===== src/design/pac_consts.vh =====
// constants for the pulse accumulator counter: offsets, fields, resets, timing
`ifndef PAC_CONSTS_VH
`define PAC_CONSTS_VH

// register byte offsets on the apb bus
`define PAC_OFF_CTRL      8'h00
`define PAC_OFF_COUNT     8'h04
`define PAC_OFF_FLAGS     8'h08
`define PAC_OFF_IRQ_STAT  8'h0C
`define PAC_OFF_IRQ_MASK  8'h10
`define PAC_OFF_IRQ_SRC   8'h14

// control register fields
`define PAC_CTRL_EN       0
`define PAC_CTRL_MODE     1
`define PAC_CTRL_POL      2
`define PAC_CTRL_OVF_IE   4
`define PAC_CTRL_EDGE_IE  5

// flag fields, shared by the flag, status and mask registers except the pin bit, which only the flag register has
`define PAC_FLG_PIN       0
`define PAC_FLG_OVF       4
`define PAC_FLG_EDGE      5

// interrupt source codes, overflow ranks first
`define PAC_SRC_NONE      2'h0
`define PAC_SRC_OVF       2'h1
`define PAC_SRC_EDGE      2'h2

// reset values
`define PAC_RST_CTRL      6'h00
`define PAC_RST_COUNT     8'h00
`define PAC_RST_MASK      2'h0

// counter width and gated-mode divider
`define PAC_CNT_W         8
`define PAC_PRESCALE_W    6
`define PAC_PRESCALE_DIV  7'h40

`endif


===== src/design/pac_sync.v =====
// pin synchroniser with edge detection for the accumulator input
`timescale 1ns/100ps
`default_nettype none

module pac_sync
(
	input  wire clk_sys,   // system clock
	input  wire resetn,    // async reset, active low
	input  wire ce,        // clock enable
	input  wire pin_async, // raw pin
	output wire level,     // synchronised level
	output wire rise,      // one-cycle rising pulse
	output wire fall       // one-cycle falling pulse
);

	reg meta_r;  // first stage, read only by the second
	reg sync_r;  // second stage, safe to use
	reg prev_r;  // delayed copy for edge detection

	// two-flop chain, then one more for the edge compare
	always @(posedge clk_sys or negedge resetn)
	begin
		if (!resetn)
		begin
			meta_r <= 1'b0;
			sync_r <= 1'b0;
			prev_r <= 1'b0;
		end
		else if (ce)
		begin
			meta_r <= pin_async;
			sync_r <= meta_r;
			prev_r <= sync_r;
		end
	end

	assign level = sync_r;
	assign rise  = sync_r & ~prev_r;
	assign fall  = ~sync_r & prev_r;

endmodule // pac_sync

`default_nettype wire


===== src/design/pac_prescale.v =====
// free-running divider giving one tick every DIV system clocks
`timescale 1ns/100ps
`default_nettype none
`include "pac_consts.vh"

module pac_prescale
#(
	parameter         W   = `PAC_PRESCALE_W,  // counter width
	parameter [W:0]   DIV = `PAC_PRESCALE_DIV // division ratio
)
(
	input  wire clk_sys, // system clock
	input  wire resetn,  // async reset, active low
	input  wire ce,      // clock enable
	output reg  tick     // one-cycle pulse per period
);

	localparam [W:0] LAST = DIV - 1'b1; // terminal count

	reg [W-1:0] cnt_r; // divider state

	// free running: never restarted, so gate phase is arbitrary to the pin
	always @(posedge clk_sys or negedge resetn)
	begin
		if (!resetn)
		begin
			cnt_r <= {W{1'b0}};
			tick  <= 1'b0;
		end
		else if (ce)
		begin
			tick  <= (cnt_r == LAST[W-1:0]);
			cnt_r <= (cnt_r == LAST[W-1:0]) ? {W{1'b0}} : cnt_r + 1'b1;
		end
	end

endmodule // pac_prescale

`default_nettype wire


===== src/design/pac_top.v =====
// pulse accumulator counter with apb registers and one interrupt line
//
// Our own choices: the address map and the APB slave port.
`timescale 1ns/100ps
`default_nettype none
`include "pac_consts.vh"

module pac_top
#(
	parameter CNT_W  = `PAC_CNT_W, // counter width
	parameter ADDR_W = 8           // apb address width
)
(
	input  wire              clk_sys,         // system clock, 20 MHz
	input  wire              resetn,          // async reset, active low
	input  wire              ce,              // clock enable, freezes all state
	input  wire              psel,            // apb select
	input  wire              penable,         // apb access phase
	input  wire              pwrite,          // apb direction
	input  wire [ADDR_W-1:0] paddr,           // apb byte address
	input  wire [31:0]       pwdata,          // apb write data
	output reg  [31:0]       prdata,          // apb read data
	output reg               pready,          // apb ready
	output reg               pslverr,         // apb error, unmapped address
	input  wire              accum_input_pin, // external event or gate pin
	output reg               irq,             // level interrupt
	output reg  [1:0]        irq_src          // highest pending source
);

	// ---- helper functions

	// address compare, used by every register select
	function hit;
		input [ADDR_W-1:0] a;
		input [7:0]        off;
		begin
			// full-width compare, so no upper address bit aliases a register
			hit = ({{(32-ADDR_W){1'b0}}, a} == {24'h00_0000, off});
		end
	endfunction

	// sticky bit update where a set in the clearing cycle wins
	function next_flag;
		input cur;  // present value
		input set;  // hardware event
		input clr;  // software clear
		begin
			next_flag = set | (cur & ~clr);
		end
	endfunction

	// ---- registers

	reg [5:0]       ctrl_r;          // control bits
	reg [CNT_W-1:0] accum_counter_r; // the counter
	reg             ovf_flag_r;      // counter_overflow_flag
	reg             edge_flag_r;     // input_edge_flag
	reg [1:0]       irq_stat_r;      // sticky status, read clears
	reg [1:0]       irq_mask_r;      // status mask

	// control fields by name
	wire accum_enable         = ctrl_r[`PAC_CTRL_EN];
	wire accum_mode_select    = ctrl_r[`PAC_CTRL_MODE];
	wire edge_polarity_select = ctrl_r[`PAC_CTRL_POL];
	wire overflow_irq_enable  = ctrl_r[`PAC_CTRL_OVF_IE];
	wire edge_irq_enable      = ctrl_r[`PAC_CTRL_EDGE_IE];

	// ---- pin path

	wire pin_level; // synchronised pin
	wire pin_rise;  // rising pulse
	wire pin_fall;  // falling pulse

	// raw pin never reaches the counter logic directly
	pac_sync u_sync
	(
		.clk_sys   (clk_sys),
		.resetn    (resetn),
		.ce        (ce),
		.pin_async (accum_input_pin),
		.level     (pin_level),
		.rise      (pin_rise),
		.fall      (pin_fall)
	);

	wire div_tick; // one pulse per 64 clocks

	pac_prescale u_prescale
	(
		.clk_sys (clk_sys),
		.resetn  (resetn),
		.ce      (ce),
		.tick    (div_tick)
	);

	// ---- count decision

	wire sel_edge;    // the edge software chose
	wire gate_open;   // pin at its active level
	wire count_event; // one increment this cycle
	wire wrap;        // increment from all-ones

	// polarity 1 picks rising, 0 picks falling
	assign sel_edge = edge_polarity_select ? pin_rise : pin_fall;

	// inhibit level equals the polarity bit, so count at the other level;
	// the trailing edge lands on the selected edge and closes the gate
	assign gate_open = (pin_level != edge_polarity_select);

	// mode 0 counts pin edges, mode 1 counts divided ticks while gated
	assign count_event = accum_enable &
		(accum_mode_select ? (div_tick & gate_open) : sel_edge);

	// a wrap raises the flag even on the final tick before the gate closes
	assign wrap = count_event & (&accum_counter_r);

	// ---- apb decode

	wire acc_phase; // access edge with ready
	wire wr_acc;    // write takes effect
	wire rd_acc;    // read completes

	assign acc_phase = psel & penable & pready;
	assign wr_acc    = acc_phase & pwrite;
	assign rd_acc    = acc_phase & ~pwrite;

	wire sel_ctrl  = hit(paddr, `PAC_OFF_CTRL);
	wire sel_count = hit(paddr, `PAC_OFF_COUNT);
	wire sel_flags = hit(paddr, `PAC_OFF_FLAGS);
	wire sel_stat  = hit(paddr, `PAC_OFF_IRQ_STAT);
	wire sel_mask  = hit(paddr, `PAC_OFF_IRQ_MASK);
	wire sel_src   = hit(paddr, `PAC_OFF_IRQ_SRC);
	wire mapped    = sel_ctrl | sel_count | sel_flags | sel_stat | sel_mask | sel_src;
	wire cnt_wr    = wr_acc & sel_count; // counter write, beats an increment

	// ---- flag and status next values

	wire ovf_set;   // overflow flag event
	wire edge_set;  // edge flag event
	wire ovf_clr;   // write one to bit 4
	wire edge_clr;  // write one to bit 5
	wire stat_clr;  // read of the status register

	// flags cannot set while the block is disabled; they keep their value
	// a wrap under a counter write is dropped here once, so that flag,
	// status and irq never disagree about it
	assign ovf_set  = wrap & ~cnt_wr;
	assign edge_set = accum_enable & sel_edge;
	assign ovf_clr  = wr_acc & sel_flags & pwdata[`PAC_FLG_OVF];
	assign edge_clr = wr_acc & sel_flags & pwdata[`PAC_FLG_EDGE];
	assign stat_clr = rd_acc & sel_stat;

	wire ovf_flag_nxt;  // next overflow flag
	wire edge_flag_nxt; // next edge flag
	wire [1:0] stat_nxt; // next sticky status

	assign ovf_flag_nxt  = next_flag(ovf_flag_r, ovf_set, ovf_clr);
	assign edge_flag_nxt = next_flag(edge_flag_r, edge_set, edge_clr);

	// a request is a flag rising while its local enable is set
	assign stat_nxt[0] = next_flag(irq_stat_r[0], ovf_set & overflow_irq_enable,
		stat_clr);
	assign stat_nxt[1] = next_flag(irq_stat_r[1], edge_set & edge_irq_enable,
		stat_clr);

	wire [1:0] pend_nxt = stat_nxt & irq_mask_r; // unmasked pending

	// ---- read mux

	reg [31:0] rdata_nxt; // data for the coming access

	// assembled at the setup cycle, so the value is the one seen at setup
	always @*
	begin
		rdata_nxt = 32'h0000_0000;
		if (sel_ctrl)
			rdata_nxt[5:0] = ctrl_r;
		else if (sel_count)
			rdata_nxt[CNT_W-1:0] = accum_counter_r;
		else if (sel_flags)
		begin
			rdata_nxt[`PAC_FLG_PIN]  = pin_level;
			rdata_nxt[`PAC_FLG_OVF]  = ovf_flag_r;
			rdata_nxt[`PAC_FLG_EDGE] = edge_flag_r;
		end
		else if (sel_stat)
		begin
			rdata_nxt[`PAC_FLG_OVF]  = irq_stat_r[0];
			rdata_nxt[`PAC_FLG_EDGE] = irq_stat_r[1];
		end
		else if (sel_mask)
		begin
			rdata_nxt[`PAC_FLG_OVF]  = irq_mask_r[0];
			rdata_nxt[`PAC_FLG_EDGE] = irq_mask_r[1];
		end
		else if (sel_src)
			rdata_nxt[1:0] = irq_src;
		else
			rdata_nxt = 32'h0000_0000; // unmapped reads zero
	end

	// ---- apb handshake

	// one wait-free access: ready rises for the access phase only
	always @(posedge clk_sys or negedge resetn)
	begin
		if (!resetn)
		begin
			pready  <= 1'b0;
			pslverr <= 1'b0;
			prdata  <= 32'h0000_0000;
		end
		else if (ce)
		begin
			if (psel & ~penable)
			begin
				// setup cycle: prepare the answer
				pready  <= 1'b1;
				pslverr <= ~mapped;
				prdata  <= pwrite ? 32'h0000_0000 : rdata_nxt;
			end
			else
			begin
				// access done or idle: drop the answer
				pready  <= 1'b0;
				pslverr <= 1'b0;
				prdata  <= 32'h0000_0000;
			end
		end
	end

	// ---- control and mask registers

	always @(posedge clk_sys or negedge resetn)
	begin
		if (!resetn)
		begin
			ctrl_r     <= `PAC_RST_CTRL;
			irq_mask_r <= `PAC_RST_MASK;
		end
		else if (ce)
		begin
			if (wr_acc & sel_ctrl)
			begin
				ctrl_r[`PAC_CTRL_EN]      <= pwdata[`PAC_CTRL_EN];
				ctrl_r[`PAC_CTRL_MODE]    <= pwdata[`PAC_CTRL_MODE];
				ctrl_r[`PAC_CTRL_POL]     <= pwdata[`PAC_CTRL_POL];
				ctrl_r[3]                 <= 1'b0; // unused, reads zero
				ctrl_r[`PAC_CTRL_OVF_IE]  <= pwdata[`PAC_CTRL_OVF_IE];
				ctrl_r[`PAC_CTRL_EDGE_IE] <= pwdata[`PAC_CTRL_EDGE_IE];
			end
			if (wr_acc & sel_mask)
			begin
				irq_mask_r[0] <= pwdata[`PAC_FLG_OVF];
				irq_mask_r[1] <= pwdata[`PAC_FLG_EDGE];
			end
		end
	end

	// ---- the counter

	// a software write beats a coincident increment: the preset is exact,
	// so a value of minus N overflows on the Nth count after it
	always @(posedge clk_sys or negedge resetn)
	begin
		if (!resetn)
			accum_counter_r <= `PAC_RST_COUNT;
		else if (ce)
		begin
			if (wr_acc & sel_count)
				accum_counter_r <= pwdata[CNT_W-1:0];
			else if (count_event)
				accum_counter_r <= accum_counter_r + 1'b1;
			// otherwise hold: a reopened gate resumes from here
			else
				accum_counter_r <= accum_counter_r;
		end
	end

	// ---- flags

	// a wrap under a counter write never reaches ovf_set, so the plain
	// set-wins update is exact here
	always @(posedge clk_sys or negedge resetn)
	begin
		if (!resetn)
		begin
			ovf_flag_r  <= 1'b0;
			edge_flag_r <= 1'b0;
		end
		else if (ce)
		begin
			ovf_flag_r  <= ovf_flag_nxt;
			edge_flag_r <= edge_flag_nxt;
		end
	end

	// ---- interrupt status and output

	// status sets win over the clear-on-read in the same cycle
	always @(posedge clk_sys or negedge resetn)
	begin
		if (!resetn)
		begin
			irq_stat_r <= 2'h0;
			irq        <= 1'b0;
			irq_src    <= `PAC_SRC_NONE;
		end
		else if (ce)
		begin
			irq_stat_r <= stat_nxt;
			irq        <= |pend_nxt;
			// overflow first so a just-in-time wrap is served before the edge
			if (pend_nxt[0])
				irq_src <= `PAC_SRC_OVF;
			else if (pend_nxt[1])
				irq_src <= `PAC_SRC_EDGE;
			else
				irq_src <= `PAC_SRC_NONE;
		end
	end

	// note: irq and irq_src are loaded from the same next-state values as
	// the status register, so all three change at the same edge;
	// a mask write only reaches irq one edge after the mask itself
	// changes, since the mask is taken from its register

endmodule // pac_top

`default_nettype wire


===== config.mk =====
export PLATFORM = sky130hd
export DESIGN_NAME = pac_top
export DESIGN_NICKNAME = d
export VERILOG_FILES = /design/src/design/pac_sync.v /design/src/design/pac_prescale.v /design/src/design/pac_top.v
export VERILOG_INCLUDE_DIRS = /design/src /design/src/design
export SDC_FILE = /design/constraint.sdc
export NUM_CORES = 1
export LEC_CHECK = 0
export ABC_AREA = 1
export ABC_CLOCK_PERIOD_IN_PS = 2800
export BUFFER_PORTS_ARGS = -buffer_cell sky130_fd_sc_hd__buf_2
export CAP_MARGIN = 15
export CORE_MARGIN = 2
export CORE_UTILIZATION = 55
export DETAILED_ROUTE_END_ITERATION = 12
export MAX_ROUTING_LAYER = met4
export PLACE_DENSITY = 0.89
export SLEW_MARGIN = 20
export SYNTH_ARGS = -nofsm -noshare
export SYNTH_HDL_FRONTEND = slang
export SYNTH_HIERARCHICAL = 1
export SYNTH_SLANG_ARGS = --single-unit
export TNS_END_PERCENT = 50

===== constraint.sdc =====
create_clock -name clk_sys -period 2.8 [get_ports clk_sys]
set_clock_uncertainty 0.2 [all_clocks]
set_input_delay 0.56 -clock clk_sys [delete_from_list [all_inputs] [get_ports clk_sys]]
set_output_delay 0.56 -clock clk_sys [all_outputs]
set_load 0.005 [all_outputs]

==> reports/metrics.yaml, run 1 <==
die:
  num_rows: 24
  initial_core_util: 0.578
  die_height_um: 72.1
  core_um2: 4410
  io_pins: 84
  dieArea_um2: 5200
  fp.dieW_um: 72.1
clock_network:
  cts_made_buffers: 5
  clkTransAtPathRegs_ps: 70
  cts_tree: "done"
  post_cts_resized: 0
  hold_buffers: 0
  cts_sinks: 42
  cts_max_path_buffers: 2
  clock_latency_ps: 300
  root_buffer: "clkbuf_8"
  htreeDepth: 2
  post-cts-setup-buffer-count: 0
logic_synthesis:
  yosys_warnings: 6
  synthCells: 335
  netlist_area_um2: 2550
  synthFlopType: "dfrtp_1"
  synth_cell_types: 34
  synth_edf_count: 0
  synth_most_common_cell: "nand2_1"
  avgSynthCellArea_um2: 7.62
  synth_seq_area_share: 0.412
  yosysTopAreaCell: "dfrtp_1"
  ys_ff_latch: 42
  synth_area_leaders: "dfrtp_1 (41%), nand2_1 (15%), buf_4 (7.4%)"
  synthTopCellsByCount: "nand2_1 (104), dfrtp_1 (42), inv_1 (41), o21ai_0 (29), buf_4 (25)"
  ys_async_sr_fraction: 1.00
  synth_top_area_frac: 0.412
power:
  p_per_area_nw_per_um2: 481
  power_mw: 1.33
  leakage_nw: 1.53
  peakVddDrop_mv: 0.290
sta:
  setup-violations-final: 0
  post-route-period-util: 0.716
  fin_ws_ps: 794
  timing.fmax_ghz: 0.499
  worst_pin_slew_ps: 908
  slew_viol_final: 0
  setup_tns_ps: 0
  rsz0062_at_grt: "false"
  finalHoldViolCount: 0
  slew_headroom: 0.395
  layout_min_cycle_time_ps: 2010
setup_path:
  crit_top_cell: "nand2_1"
  rr_worst_depth: 7
  r2r-end: "accum_counter_r[3]"
  worstSetupEndpointType: "flip-flop"
  critPathKind: "reg2reg"
  worstPathArrival_ps: 1960
  worstPathCellList: "inv_1 > nor2_1 > nand2_1 > nand2_1 > nand3_1 > a31oi_4 > o21ai_0"
  r2r_start: "u_sync/level"
  crit_fanout: 16
  start_kind: "flip-flop"
  required_ps: 2760
  critPathSlowestCell: "dfrtp_1"
  slowest_delay_ps: 500
  reg2reg_setup_slack_ps: 790
run_status:
  status: "complete, no violations"
cells_and_area:
  area_growth_pct: 8.53
  fillerInstances: 377
  fin_nets: 422
  layout-drive-gt1-share: 0.174
  final_cells: 426
  diodes: 0
routing:
  dr.pass1.iters: 4
  via_per_inst: 5.19
  wl_um: 5270
  antenna_left: 0
  wl_per_cell_um: 12.4
  first_iter_violations: 163
  drc: 0
  vias: 2210
global_routing:
  grt_pass1_vias: 2050
  grt.total_usage: 0.227
  grt_first_pass_wirelength_um: 8810
  antenna_found_initial: 0
  gr-total-overflow: 0
  grt_max_degree: 43
placed_design:
  place_hpwl_um: 4010
  io_buffer_count: 35
  dp_cells: 418
  post-place-ws_ps: 607
  gp_congestion: 0.888
worst_hold_path:
  holdCritPathClass: "in2async"
flow_run:
  maxCapViolations: 0
==> worst max path at each step <==
stage                 start                  to  cells past startpoint
2_1_floorplan      paddr[5]  accum_counter_r[3]                      7
3_3_place_gp       paddr[5]  accum_counter_r[3]                      7
3_5_place_dp       paddr[5]  accum_counter_r[3]                      7
4_1_cts        u_sync/level  accum_counter_r[3]                      7
5_1_grt        u_sync/level  accum_counter_r[0]                      7
6_report       u_sync/level  accum_counter_r[3]                      7
==> power breakdown <==
group | internal, mW | leakage, nW | switching, mW
combinational | 0.0797 | 0.939 | 0.140
clock | 0.199 | 0.0482 | 0.198
sequential | 0.660 | 0.539 | 0.0535
total | 0.939 | 1.53 | 0.392
==> layout by cell type, fill, tap and decap left out, drive strengths merged <==
cell / netlist / routed
dfrtp: 42 / 42
nand2: 111 / 111
conb: 1 / 24
o31ai: 5 / 5
clkinv: 0 / 1
xnor2: 2 / 2
nand4: 6 / 6
and3: 1 / 1
clkbuf: 1 / 7
a21boi: 1 / 1
inv: 44 / 44
nand3b: 1 / 1
xor2: 5 / 5
nor2: 24 / 24
a31oi: 1 / 1
nor3: 2 / 2
a21oi: 3 / 3
o21ai: 32 / 32
a32oi: 1 / 1
o211ai: 2 / 2
nand3: 21 / 21
buf: 27 / 36
ha: 2 / 2
==> per-stage QoR <==
stage | instance area [um2] | hold WS [ps] | util
after floorplan | 2640 | 64.4 | -
after global placement | 2680 | 254 | 0.607
after detailed placement | 2680 | 265 | 0.607
after CTS | 2770 | 228 | 0.627
after global routing | 2770 | 273 | 0.627
final | 2770 | 188 | 0.627
==> routing by layer <==
layer,part of all wire,GRT usage,vias to the layer above
met5,0,-,-
met4,0.0080,0.0797,0
met3,0.066,0.0514,6
met2,0.49,0.368,80
met1,0.44,0.281,1030
li1,-,-,1094
==> sequential cells by signal, indices dropped and copies added, names as in the netlist <==
signal,cells
accum_counter_r,8
prdata,8
u_prescale/cnt_r,6
ctrl_r,5
irq_mask_r,2
irq_src,2
irq_stat_r,2
edge_flag_r,1
irq,1
ovf_flag_r,1
pready,1
pslverr,1
u_prescale/tick,1
u_sync/level,1
u_sync/meta_r,1
u_sync/prev_r,1
==> final cells by class <==
type	instances	area (um2)	area share
Sequential cell	42	1050	0.380
Clock inverter	1	5.00	0.00181
Multi-Input combinational cell	244	1210	0.438
Timing Repair Buffer	36	183	0.0660
Inverter	44	165	0.0596
Tap cell	52	65.1	0.0235
Clock buffer	7	86.3	0.0312
==> worst max-delay path, delay by kind of cell (launching register included) <==
kind | cells | cell delay, ps
and+or+nand+nor | 4 | 440
AOI/OAI and AO/OA | 2 | 640
buffers and inverters | 1 | 80
DFF | 1 | 500
==> logic make-up after synthesis <==
family / count (synthesis) / synth area share
AND/OR/NAND/NOR: 166 / 0.298
buffers and inverters: 72 / 0.146
AO/OA/AOI/OAI: 45 / 0.108
flip-flops: 42 / 0.412
XOR/XNOR: 7 / 0.0240
adder cells (fa/ha/maj): 2 / 0.00981
other: 1 / 0.00147
Power figures use the tool's default switching activity.
==> run 2, diff against run 1 <==
--- a/config.mk
+++ b/config.mk
@@ -6,15 +6,15 @@
 export SDC_FILE = /design/constraint.sdc
 export NUM_CORES = 1
 export LEC_CHECK = 0
-export ABC_AREA = 1
-export ABC_CLOCK_PERIOD_IN_PS = 2800
+export ABC_AREA = 0
+export ABC_CLOCK_PERIOD_IN_PS = 1720
 export BUFFER_PORTS_ARGS = -buffer_cell sky130_fd_sc_hd__buf_2
 export CAP_MARGIN = 15
 export CORE_MARGIN = 2
-export CORE_UTILIZATION = 55
+export CORE_UTILIZATION = 45
 export DETAILED_ROUTE_END_ITERATION = 12
 export MAX_ROUTING_LAYER = met4
-export PLACE_DENSITY = 0.89
+export PLACE_DENSITY = 0.79
 export SLEW_MARGIN = 20
 export SYNTH_ARGS = -nofsm -noshare
 export SYNTH_HDL_FRONTEND = slang
==> constraint.sdc (replaced) <==
create_clock -name clk_sys -period 1.72 [get_ports clk_sys]
set_clock_uncertainty 0.2 [all_clocks]
set_input_delay 0.344 -clock clk_sys [delete_from_list [all_inputs] [get_ports clk_sys]]
set_output_delay 0.344 -clock clk_sys [all_outputs]
set_load 0.005 [all_outputs]
==> reports/metrics.yaml, run 2 <==
die:
  core_um2: 5170
  initial_core_util: 0.473
  fp.dieW_um: 77.7
  dieArea_um2: 6040
  num_rows: 26
  io_pins: 84
  die_height_um: 77.7
routing:
  drc: 0
  vias: 2114
  wl_per_cell_um: 15.4
  first_iter_violations: 131
  via_per_inst: 5.34
  wl_um: 6100
  antenna_left: 0
  dr.pass1.iters: 5
sta:
  timing.fmax_ghz: 0.501
  slew_viol_final: 0
  fin_ws_ps: -274
  layout_min_cycle_time_ps: 1990
  setup_tns_ps: -2400
  whs_ps: 85.5
  post-route-period-util: 1.16
  finalHoldViolCount: 0
  rsz0062_at_grt: "true"
  setup-violations-final: 13
flow_run:
  maxCapViolations: 0
cells_and_area:
  seqCellArea_um2: 1050
  fin_nets: 375
  final_cells: 396
  final_util: 0.617
  multi_input_area_um2: 1380
  fillerInstances: 396
  reg_top3: "accum_counter_r: 8 flops, prdata: 8 flops, u_prescale/cnt_r: 6 flops"
  area_growth_pct: 30.4
  diodes: 0
  layout_common_cells: "dfrtp_1 (42), buf_4 (42), buf_2 (35)"
  layout-drive-gt1-share: 0.408
setup_path:
  required_ps: 1710
  worstSetupEndpointType: "flip-flop"
  slowest_delay_ps: 430
  start_kind: "flip-flop"
  critPathKind: "reg2reg"
  worstPathCellList: "nor2b_1 > mux2i_1 > or3b_4 > a2111oi_4 > nor2_1 > a22o_1"
  worstPathArrival_ps: 1980
  crit_fanout: 4
  critPathSlowestCell: "or3b_4"
logic_synthesis:
  synthTopCellsByCount: "dfrtp_1 (42), buf_4 (24), nand2_1 (24), a21oi_1 (16), nor2_1 (15)"
  synth_most_common_cell: "dfrtp_1"
  synth_seq_area_share: 0.430
  synth_top_area_frac: 0.430
  yosysTopAreaCell: "dfrtp_1"
  synth_edf_count: 0
  synthCells: 245
  ys_async_sr_fraction: 1.00
  netlist_area_um2: 2450
  synthFlopType: "dfrtp_1"
  avgSynthCellArea_um2: 9.98
  synth_area_leaders: "dfrtp_1 (43%), buf_4 (7.4%), mux2_2 (5.1%)"
  yosys_warnings: 6
  synth_cell_types: 58
  ys_ff_latch: 42
global_routing:
  gr-total-overflow: 0
  grt_max_degree: 43
  grt_first_pass_wirelength_um: 10100
  grt_pass1_vias: 2105
  antenna_found_initial: 0
  grt.total_usage: 0.215
power:
  peakVddDrop_mv: 0.353
  leakage_nw: 1.51
  p_per_area_nw_per_um2: 672
  power_mw: 2.14
clock_network:
  cts_sinks: 42
  cts_made_buffers: 5
  htreeDepth: 2
  clkTransAtPathRegs_ps: 80
  root_buffer: "clkbuf_8"
  cts_tree: "done"
  cts_max_path_buffers: 2
  clock_latency_ps: 290
placed_design:
  io_buffer_count: 35
  gp_congestion: 0.907
  place_hpwl_um: 4330
  dp_cells: 384
run_status:
  violations: "setup timing"
  status: "finished with violations"
worst_hold_path:
  holdCritPathClass: "in2reg"
## run 2: path summary, 6_finish.rpt
path                            startpoint                  to  slack [ps]  cells past startpoint
setup / recovery              u_sync/level          irq_src[1]        -270                      6
hold / removal             accum_input_pin       u_sync/meta_r          90                      2
setup reg to reg              u_sync/level          irq_src[1]        -270                      6
hold reg to reg                    pslverr             pslverr         290                      1
max in group asynchronous           resetn  accum_counter_r[3]         770                      3
min in group asynchronous           resetn             pslverr         340                      3
## run 2: timing repair
action / 4_1_cts / 5_1_grt
setup buffers: 4 / 0
endpoints found under the setup margin: 20 / 28
pin swaps: 4 / 3
resized for setup: 12 / 18
gates cloned: 1 / 0
hold endpoints to repair: 42 / 0
hold buffers: 1 / 0
## run 2: critical path: cells and delay by family (launching register included)
kind,cells,cell delay [ps]
flip-flops,1,410
AO/OA/AOI/OAI,2,550
AND/OR/NAND/NOR,3,630
multiplexers,1,100
## run 2: logic make-up (layout without fill, tap and decap cells)
family,Yosys count,in the layout,share of synthesized area
simple gates,85,85,0.195
buf+inv,38,96,0.0997
fa+ha+maj,2,2,0.0102
flops,42,42,0.430
xor+xnor,3,3,0.0107
other cells,1,24,0.00153
mux,18,18,0.0793
compound gates,56,56,0.173
## run 2: layout make-up
type                       count  share of cell area
clock buffer                   5              0.0216
clock inverter                 2             0.00314
inverter                       6             0.00706
multi-input combinational    188               0.431
sequential                    42               0.330
tap                           70              0.0275
timing repair buffer          83               0.180
## run 2: power by group
group          internal, mW  leakage (nW)  switching, mW
Sequential             1.07         0.544         0.0826
Clock                 0.273        0.0438          0.334
Combinational         0.186         0.919          0.200
Total                  1.53          1.51          0.617
## run 2: metrics by stage
stage,instance area [um2],worst slack (ps)
after detailed placement,2940,-329
after global placement,2940,-306
final,3190,-274
after floorplan,2550,-161
after global routing,3190,-372
after CTS,3130,-249
## run 2: metal layers
metal / up-vias / track usage / wire [um]
li1: 1004 / - / -
met1: 1000 / 0.281 / 2740
met2: 96 / 0.342 / 2910
met3: 14 / 0.0430 / 350
met4: 0 / 0.0589 / 106
met5: - / - / 0
==> run 3, diff against run 2 <==
--- a/config.mk
+++ b/config.mk
@@ -14,7 +14,7 @@
 export CORE_UTILIZATION = 45
 export DETAILED_ROUTE_END_ITERATION = 12
 export MAX_ROUTING_LAYER = met4
-export PLACE_DENSITY = 0.79
+export PLACE_DENSITY = 0.88
 export SLEW_MARGIN = 20
 export SYNTH_ARGS = -nofsm -noshare
 export SYNTH_HDL_FRONTEND = slang
==> reports/metrics.yaml, run 3 (synthesis gave the netlist of run 2 again) <==
power:
  p_sw_frac: 0.277
  p_per_area_nw_per_um2: 714
  switching_power_mw: 0.640
  p_int_mw: 1.67
  p_clk_frac: 0.324
  seq_power_share: 0.502
  power_mw: 2.31
  peakVddDrop_mv: 0.392
  leakage_nw: 1.53
  combPwrFrac: 0.173
cells_and_area:
  layout_common_cells: "buf_4 (46), dfrtp_1 (41), buf_2 (35)"
  final_cells: 400
  reg_top3: "accum_counter_r: 8 flops, prdata: 8 flops, u_prescale/cnt_r: 6 flops"
  fin_nets: 378
  diodes: 0
  layout-drive-gt1-share: 0.418
  final_common_cell: "buf_4"
  area_growth_pct: 32.4
sta:
  slew_viol_final: 0
  timing.fmax_ghz: 0.478
  layout_min_cycle_time_ps: 2090
  rsz0062_at_grt: "true"
  post-route-period-util: 1.22
  finalHoldViolCount: 0
  setup-violations-final: 16
  fin_ws_ps: -372
  setup_tns_ps: -4170
setup_path:
  critPathKind: "reg2reg"
  startpoint: "u_sync/prev_r"
  worstPathArrival_ps: 2090
  start_kind: "flip-flop"
  crit_fanout: 3
  worstSetupEndpointType: "flip-flop"
  r2r_start: "u_sync/prev_r"
  reg2reg_setup_slack_ps: -370
  r2r-end: "irq_src[1]"
  rr_worst_depth: 6
  required_ps: 1720
worst_hold_path:
  holdCritPathClass: "in2reg"
  holdPathStages: 2
  hold_path_end: "u_sync/meta_r"
  holdCritStartpoint: "accum_input_pin"
global_routing:
  grt.met2_usage: 0.373
  antenna_found_initial: 0
  met1_usage: 0.291
  grt.busiest_layer: "met2"
  grt_use_met3: 0.0547
  grt_max_degree: 43
  grt_pass1_vias: 2258
  gr-total-overflow: 0
  grt_first_pass_wirelength_um: 10900
  grt.total_usage: 0.236
clock_network:
  cts_tree: "done"
  root_buffer: "clkbuf_8"
  htreeDepth: 2
  cts_sinks: 42
  clkTransAtPathRegs_ps: 80
  cts_max_path_buffers: 2
  clock_latency_ps: 310
  cts_made_buffers: 5
placed_design:
  gp_congestion: 0.939
  io_buffer_count: 35
  place_hpwl_um: 4500
  dp_cells: 390
run_status:
  violations: "setup timing"
  status: "finished with violations"
routing:
  wl_um: 6920
  vias: 2204
  antenna_left: 0
  first_iter_violations: 234
  via_per_inst: 5.51
  drc: 0
  wl_per_cell_um: 17.3
  dr.pass1.iters: 8
die:
  fp.dieW_um: 77.7
  die_height_um: 77.7
  dieArea_um2: 6040
  initial_core_util: 0.473
  io_pins: 84
  core_um2: 5170
  num_rows: 26
flow_run:
  maxCapViolations: 0
==> run 3: stage by stage <==
| stage | worst slack, ps | hold slack, ps | instance area, um2 | utilization |
|---|---|---|---|---|
| after floorplan | -161 | -152 | 2550 | - |
| after global placement | -281 | 132 | 2990 | 0.577 |
| after detailed placement | -372 | 132 | 2990 | 0.577 |
| after CTS | -330 | 70.7 | 3180 | 0.615 |
| after global routing | -438 | 73.9 | 3240 | 0.626 |
| final | -372 | 72.7 | 3240 | 0.626 |
==> run 3: how the worst max path moves through the flow <==
stage / to / slack (ps)
floorplan: irq_src[1] / -160
global placement: irq / -280
detailed placement: ovf_flag_r / -370
CTS: irq_src[1] / -330
global route: irq / -440
finish: irq_src[1] / -370
==> run 3: power by group through the flow <==
stage | combinational, mW | sequential (mW) | clock [mW]
floorplan | 0.238 | 1.16 | 0
detailed placement | 0.364 | 1.17 | 0
global placement | 0.349 | 1.16 | 0
global route | 0.443 | 1.17 | 0.795
CTS | 0.372 | 1.15 | 0.754
finish | 0.400 | 1.16 | 0.750
==> run 3: critical path, cell delays in order, from the launching register on <==
cell and delay [ps]:
dfrtp_1 420, nor2b_4 190, mux2i_2 90, or3b_4 430, a2111oi_4 360, nor2_1 80, a22o_1 210
==> run 3: what timing repair did <==
item | in CTS | in global routing
pin swaps | 2 | 1
hold buffers | 1 | 0
cloned | 1 | 0
buffers inserted | 1 | 0
endpoints found under the hold margin | 42 | 0
endpoints found under the setup margin | 20 | 21
gates resized for setup | 11 | 19
==> run 3: layout make-up <==
type	count	area (um2)
flip-flops and latches	42	1050
inverters	6	22.5
fillers	380	1930
repair buffers	86	593
clock buffers	8	110
well taps	70	87.6
multi-input cells	188	1370
==> run 3: metal layers <==
| metal | vias to the layer above | routed length (um) |
|---|---|---|
| met5 | - | 0 |
| met4 | 0 | 272 |
| met3 | 23 | 440 |
| met2 | 114 | 3360 |
| met1 | 1058 | 2840 |
| li1 | 1009 | - |
